===== config.mk =====
export PLATFORM = sky130hd
export DESIGN_NAME = tsau_top
export DESIGN_NICKNAME = d
export VERILOG_FILES = /design/src/tsau_pkg.sv /design/src/tsau_top.sv
export VERILOG_INCLUDE_DIRS = /design/src
export SDC_FILE = /design/constraint.sdc
export NUM_CORES = 1
export LEC_CHECK = 0
export BUFFER_PORTS_ARGS = -buffer_cell sky130_fd_sc_hd__buf_2
export CAP_MARGIN = 20
export CORE_MARGIN = 1
export CORE_UTILIZATION = 67
export CTS_BUF_LIST = sky130_fd_sc_hd__clkbuf_4 sky130_fd_sc_hd__clkbuf_8
export DETAILED_ROUTE_END_ITERATION = 6
export PLACE_DENSITY = 0.85
export SKIP_CTS_REPAIR_TIMING = 1
export SYNTH_ARGS = -nofsm -noshare
export SYNTH_HDL_FRONTEND = slang
export SYNTH_SLANG_ARGS = --single-unit

===== constraint.sdc =====
create_clock -name clock -period 14.2 [get_ports clock]
set_input_delay 0.71 -clock clock [delete_from_list [all_inputs] [get_ports clock]]
set_output_delay 0.71 -clock clock [all_outputs]
set_load 0.01 [all_outputs]

===== src/tsau_consts.svh =====
`ifndef TSAU_CONSTS_SVH
`define TSAU_CONSTS_SVH
`define TSAU_NIB_W        6
`define TSAU_COMP_W       12
`define TSAU_FTW_W        26
`define TSAU_PHASE_W      26
`define TSAU_LUT_A_W      6
`define TSAU_MCLK_DIV     4
`define TSAU_FIR_L        4
`define TSAU_CIC_L        4
`define TSAU_CIC_HOLD     80
`define TSAU_CIC_W        20
`endif


===== src/tsau_pkg.sv =====
package tsau_pkg;
    typedef logic signed [11:0] tsau_samp_t;
    typedef struct packed {
        tsau_samp_t i;
        tsau_samp_t q;
    } tsau_iq_t;
    typedef enum logic [1:0] {
        TSAU_N_IHI,
        TSAU_N_ILO,
        TSAU_N_QHI,
        TSAU_N_QLO
    } tsau_nib_t;
endpackage


===== src/tsau_top.sv =====
`timescale 1ns/10ps
`default_nettype none
`include "tsau_consts.svh"
module tsau_top (
    input  wire logic                     clock,
    input  wire logic                     srst,
    input  wire logic [5:0]               tx_nibble_bus,
    input  wire logic                     tx_symbol_sync,
    input  wire logic                     tx_power_down_n,
    input  wire logic [25:0]              carrier_ftw,
    output logic                          master_clock_en,
    output logic [11:0]                   dac_sample,
    output logic                          dac_valid
);
    // system_clock_internal is clock; master clock is a divide-by-4 enable
    typedef struct packed {
        logic [1:0]          div;
        logic [2:0]          pd_sync;
        logic                pd_state;
        logic [6:0]          hold_cnt;
        tsau_pkg::tsau_nib_t nib;
        logic [5:0]          ihi;
        logic [5:0]          qhi;
        logic [5:0]          ilo;
        tsau_pkg::tsau_iq_t  sym;
        tsau_pkg::tsau_iq_t  f0;
        tsau_pkg::tsau_iq_t  f1;
        tsau_pkg::tsau_iq_t  f2;
        logic [1:0]          fir_ph;
        logic [1:0]          cic_ph;
        logic [39:0]         comb_d;
        logic [39:0]         integ;
        tsau_pkg::tsau_iq_t  base;
        logic [25:0]         phase;
        logic [11:0]         dac;
        logic                dv;
    } tsau_state_t;

    tsau_state_t s_q;
    tsau_state_t s_d;

    // triangle approximation of sine, quadrant-folded on the top phase bits
    function automatic logic signed [11:0] tsau_sin(input logic [25:0] ph);
        logic [7:0]         a;
        logic signed [11:0] mag;
        logic signed [11:0] v;
        a   = ph[25:18];
        mag = 12'sh000;
        v   = 12'sh000;
        if (a[6]) begin
            mag = signed'({1'b0, ~a[5:0], 5'h00});
        end else begin
            mag = signed'({1'b0, a[5:0], 5'h00});
        end
        if (a[7]) begin
            v = -mag;
        end else begin
            v = mag;
        end
        return v;
    endfunction

    // [1 2 1]/4 taps over the last three symbols, unity gain at dc
    function automatic logic signed [12:0] tsau_fir(input logic signed [11:0] x0,
                                                     input logic signed [11:0] x1,
                                                     input logic signed [11:0] x2);
        logic signed [13:0] acc;
        acc = 14'(x0) + 14'(x1) + 14'(x1) + 14'(x2);
        return 13'(acc >>> 2);
    endfunction

    // one integrator step; the comb difference enters only on master strobes
    function automatic logic signed [19:0] tsau_integ(input logic signed [19:0] acc,
                                                      input logic signed [12:0] x,
                                                      input logic signed [19:0] prev,
                                                      input logic               strobe);
        logic signed [19:0] step;
        step = 20'sh00000;
        if (strobe) begin
            step = 20'(x) - prev;
        end
        return acc + step;
    endfunction

    // i times cosine plus q times sine, scaled back to 12 bits
    function automatic logic [11:0] tsau_mod(input logic signed [11:0] i,
                                             input logic signed [11:0] q,
                                             input logic [25:0]        ph);
        logic signed [23:0] pi;
        logic signed [23:0] pq;
        logic signed [23:0] sum;
        pi  = 24'(i * tsau_sin(ph + 26'h1000000));
        pq  = 24'(q * tsau_sin(ph));
        sum = pi + pq;
        return sum[22:11];
    endfunction

    // first nibble of a component is its upper half
    function automatic logic signed [11:0] tsau_join(input logic [5:0] hi,
                                                     input logic [5:0] lo);
        return signed'({hi, lo});
    endfunction

    // a pin level counts once the two oldest stages agree
    function automatic logic tsau_settled(input logic [2:0] sync,
                                          input logic       prev);
        logic v;
        v = prev;
        if (sync[2] == sync[1]) begin
            v = sync[2];
        end
        return v;
    endfunction

    logic               mclk_en;
    logic               pd_n;
    logic               cic_rst;
    logic signed [12:0] fir_i;
    logic signed [12:0] fir_q;
    logic signed [19:0] ci;
    logic signed [19:0] cq;
    logic signed [19:0] ii;
    logic signed [19:0] iq;

    always_comb begin
        s_d      = s_q;
        mclk_en  = (s_q.div == 2'h3);
        pd_n     = s_q.pd_state;
        cic_rst  = !pd_n || (s_q.hold_cnt != 7'h00);
        fir_i    = 13'sh0;
        fir_q    = 13'sh0;
        ci       = 20'sh0;
        cq       = 20'sh0;
        ii       = 20'sh0;
        iq       = 20'sh0;
        s_d.pd_sync = {s_q.pd_sync[1:0], tx_power_down_n};
        s_d.pd_state = tsau_settled(s_q.pd_sync, s_q.pd_state);
        if (pd_n) begin
            s_d.div = s_q.div + 2'h1;
        end else begin
            s_d.div = 2'h0;
        end
        if (!s_q.pd_state && s_d.pd_state) begin
            s_d.hold_cnt = 7'(`TSAU_CIC_HOLD);
        end else if (mclk_en && s_q.hold_cnt != 7'h00) begin
            s_d.hold_cnt = s_q.hold_cnt - 7'h01;
        end
        if (mclk_en) begin
            // one nibble per master cycle, sync restarts symbol
            if (tx_symbol_sync || s_q.nib == tsau_pkg::TSAU_N_QLO) begin
                s_d.ihi = tx_nibble_bus;
                s_d.nib = tsau_pkg::TSAU_N_IHI;
            end else begin
                case (s_q.nib)
                    tsau_pkg::TSAU_N_IHI: begin
                        s_d.ilo = tx_nibble_bus;
                        s_d.nib = tsau_pkg::TSAU_N_ILO;
                    end
                    tsau_pkg::TSAU_N_ILO: begin
                        s_d.qhi = tx_nibble_bus;
                        s_d.nib = tsau_pkg::TSAU_N_QHI;
                    end
                    tsau_pkg::TSAU_N_QHI: begin
                        // assemble I from nibbles 1,2 and Q from 3,4
                        s_d.sym.i = tsau_join(s_q.ihi, s_q.ilo);
                        s_d.sym.q = tsau_join(s_q.qhi, tx_nibble_bus);
                        s_d.nib   = tsau_pkg::TSAU_N_QLO;
                    end
                    default: s_d.nib = tsau_pkg::TSAU_N_IHI;
                endcase
            end
            // 4x FIR interpolator, [1 2 1]/4 low-pass with the same taps on every phase, each output held four master cycles
            s_d.fir_ph = s_q.fir_ph + 2'h1;
            if (s_q.fir_ph == 2'h0) begin
                s_d.f0 = s_q.sym;
                s_d.f1 = s_q.f0;
                s_d.f2 = s_q.f1;
            end
            fir_i = tsau_fir(s_q.f0.i, s_q.f1.i, s_q.f2.i);
            fir_q = tsau_fir(s_q.f0.q, s_q.f1.q, s_q.f2.q);
            // comb delay holds the previous filter output
            s_d.comb_d = {20'(fir_i), 20'(fir_q)};
        end
        // 4x CIC: comb at master rate, zero-stuffed integrator at system rate
        ci = signed'(s_q.comb_d[39:20]);
        cq = signed'(s_q.comb_d[19:0]);
        ii = tsau_integ(signed'(s_q.integ[39:20]), fir_i, ci, mclk_en);
        iq = tsau_integ(signed'(s_q.integ[19:0]), fir_q, cq, mclk_en);
        s_d.integ  = {ii, iq};
        s_d.base.i = ii[11:0];
        s_d.base.q = iq[11:0];
        if (cic_rst) begin
            s_d.integ  = 40'h0;
            s_d.comb_d = 40'h0;
            s_d.base   = '0;
        end
        // DDS phase accumulator, 26-bit tuning word on system clock
        s_d.phase = s_q.phase + carrier_ftw;
        // i on the cosine, q on the sine, carriers 90 degrees apart
        s_d.dac = tsau_mod(s_q.base.i, s_q.base.q, s_q.phase);
        s_d.dv  = pd_n;
        if (!pd_n) begin
            s_d.phase = 26'h0;
            s_d.dac   = 12'h000;
            s_d.fir_ph = 2'h0;
        end
    end

    always_ff @(posedge clock) begin
        if (srst) begin
            s_q <= '0;
        end else begin
            s_q <= s_d;
        end
    end

    assign master_clock_en = mclk_en;
    assign dac_sample      = s_q.dac;
    assign dac_valid       = s_q.dv;
endmodule
`default_nettype wire


Word level (Yosys, flattened, before mapping):

Index checks and enable logic that the tools add are counted.

* bitwise operators: 4
* mux-type cells: 13
* $add $sub $neg: 18
* $mul: 2
* reduce and logical (&&, ||, !) cells: 17
* eq/ne operators: 5

Operator list (number)
* $mul 12x12->23: 2
* $add 20x20->20: 2
* $mux 20: 2
* $add 13x12->14: 2
* $add 14x12->14: 2
* $add 12x12->13: 2
* $add 26x25->26 const B: 1
* $add 26x26->26: 1
* $mux 13: 2
* $mux 12: 2
* $neg 12->12: 2
* $add 23x23->23: 1
* $mux 11: 2
* $sub 13x20->20: 1
* $mux 7: 2
* $sub 13x12->14: 1
* $not 6->6: 2
* $reduce_and 3->1: 3
* $reduce_bool 7->1: 1
* $sub 7x1->7 const B: 1
* $eq 2x2->1 const B: 3
* $pmux 2 s3: 1
* $reduce_or 2->1: 3
* $add 2x1->2 const B: 2
* other kinds (11): 16

* output and inout bits: 14
* flip-flop bits (word level): 266
* logic and storage cells: 84
* input port bits: 36

Depth between registers and ports, before layout:

* depth after elaboration: 7
* gate-level depth with buffers: 34
* gate-level depth less buffers: 30

Least setup slack after synthesis:

OpenSTA, ideal clock, no wires.

* path type: reg2reg
* start: reg s_q[37] (netlist bit)
* end: reg s_q (netlist bit dac_sample[11])
* clock period less this slack: 8.017 ns
* path buffers: 4
* library setup time: 0.128 ns
* path slack: 6.183 ns
* arrival time: 7.890 ns
* stages on the path, launching flop included: 32
* cell sequence: dfxtp_1 clkbuf_1 buf_2 buf_2 xor2_1 inv_1 ha_1 nor2b_1 o21bai_1 a31oi_1 xnor2_1 clkbuf_1 nand2b_1 fa_1 fa_1 inv_1 fa_1 fa_1 fa_1 inv_1 fa_1 inv_1 ha_1 ha_1 a21o_1 a2111oi_2 o311ai_0 a31oi_1 o21bai_1 a21o_1 xnor2_1 nor2_1

* word-level cells in the longest chain between the ends: 6

RTL lines
* from (decl): line tsau_top.sv:39 `tsau_state_t s_q;`
* from (signal assigned): line tsau_top.sv:211 `s_q <= '0;`
* from (signal assigned): line tsau_top.sv:213 `s_q <= s_d;`
* $add 26x25->26: line tsau_top.sv:92 `pi = 24'(i * tsau_sin(ph + 26'h1000000));`
* $mux 11: line tsau_top.sv:50 `if (a[6]) begin`
* $neg 12->12: line tsau_top.sv:56 `v = -mag;`
* $mux 12: line tsau_top.sv:55 `if (a[7]) begin`
* $mul 12x12->23: line tsau_top.sv:92
* $add 23x23->23 (*): line tsau_top.sv:94 `sum = pi + pq;`

Every way passes the cells marked *; elsewhere a longest branch is shown, timed or not.
A chain may end at the register's enable or synchronous reset.

Worst setup path in the final report:

Ends and elaborated chain as after synthesis.

==> impl_metrics.toml <==
[timing]
fmaxAchievable_mhz = 112
setup_violations = 0
fin_skew_ps = 28.0
drv_slew = 0
final_hold_viol_count = 0
tightest_slew_ps = 999
period_minus_slack_ps = 8890
min_period_over_period_pct = 62.6
slew_headroom_pct = 33.3
fin_tns_setup_ps = 0
setup_ws_ps = 5310
rsz0062_at_grt = "no"
whs_ps = 391

[grt]
grt_pass1_wl_um = 64400
grt_max_degree = 117
grtUsageTotal_pct = 28.1
grt_pass1_vias = 14224
antenna_found_initial = 0
globalRouteOverflowTotal = 0

[final_layout]
final_util_pct = 73.8
diodes = 0
final_cells = 2528
layout_commonest_cell = "nand2_1"
drive_gt1_share_pct = 7.11
nets = 2557
syn_to_final_growth_pct = 6.91
final_cell_mix = "317 x nand2_1, 261 x inv_1, 218 x dfxtp_1"
fin_area_um2 = 19500

[logic_synthesis]
synth_area_um2 = 18200
syn_inst = 2149
yosys_warnings = 0
synth-seq-area-share_pct = 24.0
syn_avg_cell_area_um2 = 8.47
ys.flop_type = "dfxtp_1"
synth.distinct_cells = 59
synth_mux_area_share_pct = 1.27
synthAdderAreaFrac_pct = 31.9
synth-edff-count = 0
async_flop_share_pct = 0
yosys.area_share.xor_xnor_pct = 5.54
ys_ff_latch = 218
yosys.area_share.simple_pct = 18.1
synth_top_family_by_area = "adder cells"
synth_compound_area_share_pct = 11.6
syn_nets = 2542

[cts]
clk_latency_ps = 550
root_buffer = "clkbuf_8"
path_clk_slew_ps = 60
cts_sinks = 218
cts_tree = "built"
cts_made_buffers = 39
h-tree-depth = 2
cts_max_path_buffers = 3

[worst_setup_path]
end_kind = "flop"
start_kind = "flop"
path_class = "flop to flop"
slowest_delay_ps = 980
critPathArrivalTime_ps = 9300
cp_max_fo = 25
crit_slowest_cell = "dfxtp_1"
crit_top_cell = "fa_1"
cp_top_family = "adder cells"
worstPathRequired_ps = 14610
crit_buf_inv = 7

[placed_design]
place.gp.congestion = 0.926
dp_hpwl_um = 28700
place_ws_ps = 4820
place_inst = 2455
postPlaceCellArea_um2 = 18600
port_buffers = 49

[route]
dr_wl_met3_um = 2110
drt_first_pass_iters = 6
vias = 14061
maxUsedRoutingLayer = "met4"
drc = 0
via_per_inst = 5.56
wl_met1_um = 16100
drt-wirelength-per-cell_um = 14.9
ant_nets = 0
wirelength_um = 37600
wl_met2_um = 18500
dr.first_iter.drc_count = 805

[job]
maxCapViolCount = 0

[die]
chipWidth_um = 167
dieArea_um2 = 27800
die_y_um = 167
ios = 50
start_util_pct = 69.1
coreArea_um2 = 26400
rows = 59

[power]
p_total_mw = 1.28
peakVddDrop_v = 0.000101
p_per_area_nw_per_um2 = 65.9
power_leakage_nw = 8.94

[run_status]
status = "completed"

[hold_path]
hold_class = "input pin to flop"
-- cells by family (layout without fill, tap and decap cells) --
| group | after synthesis | count (layout) |
|---|---|---|
| buffers and inverters | 351 | 395 |
| multiplexers | 23 | 23 |
| AND/OR/NAND/NOR | 723 | 723 |
| XOR/XNOR | 112 | 112 |
| flip-flops | 218 | 218 |
| adder cells (fa/ha/maj) | 357 | 357 |
| AO/OA/AOI/OAI | 365 | 365 |
-- power breakdown --
part           switching (mW)  total (mW)  leakage [nW]  internal, mW
Sequential           0.000328       0.613          1.76         0.612
Combinational          0.0169      0.0279          6.75        0.0110
Clock                   0.273       0.642         0.441         0.368
Total                   0.291        1.28          8.94         0.991
-- per-layer routing --
layer	global-route usage [%]	vias up
li1	-	6928
met1	35.2	6723
met2	49.4	333
met3	4.71	77
met4	8.82	0
met5	0	-
-- area by class of cell --
cell class	instances	area, um2
clock buffers	55	682
clock inverters	15	166
fillers	1939	6900
inverters	262	983
multi-input cells	1580	12500
flip-flops and latches	218	4360
well taps	335	419
repair buffers	63	380
-- state kept, by name, summed over array words and instances, names as in the netlist --
name / cells
pd_n: 1
cq: 12
dac_sample: 12
s_q: 178
ci: 12
s_d: 2
dac_valid: 1
-- path summary, 6_finish.rpt --
path	start	to	slack [ps]	depth (start not counted)
setup / recovery	s_q[37]	dac_sample[11]	5310	28
hold / removal	tx_power_down_n	s_d[272]	390	2
setup reg to reg	s_q[37]	dac_sample[11]	5310	28
hold reg to reg	s_q[274]	s_q[274]	430	1
-- synthesized netlist by cell type (9+ instances only) --
cell type / count / area, um2
a21o_1: 19 / 143
buf_4: 12 / 90.1
and2_1: 93 / 582
nand2b_1: 16 / 100
fa_1: 179 / 3580
o21bai_1: 18 / 135
nand3_1: 15 / 75.1
a211oi_1: 18 / 135
nor3_1: 28 / 140
a21oi_1: 207 / 1040
xor2_1: 47 / 412
nor2b_1: 33 / 206
inv_1: 261 / 980
ha_1: 178 / 2230
and3_1: 18 / 113
dfxtp_1: 218 / 4360
nand2_1: 318 / 1190
xnor2_1: 63 / 552
o21ai_0: 51 / 255
or2_2: 9 / 56.3
nor2_1: 165 / 619
clkbuf_1: 66 / 248
mux2i_1: 22 / 220
o21a_1: 12 / 90.1
-- worst register-to-register path, delay by kind of cell, from the launching register on --
| family | cells | cell delay [ps] |
|---|---|---|
| fa+ha+maj | 9 | 4110 |
| flops | 1 | 980 |
| simple gates | 3 | 280 |
| compound gates | 5 | 1510 |
| xor+xnor | 3 | 1080 |
| buf+inv | 7 | 570 |
| mux | 1 | 240 |
Power figures use the tool's default switching activity.
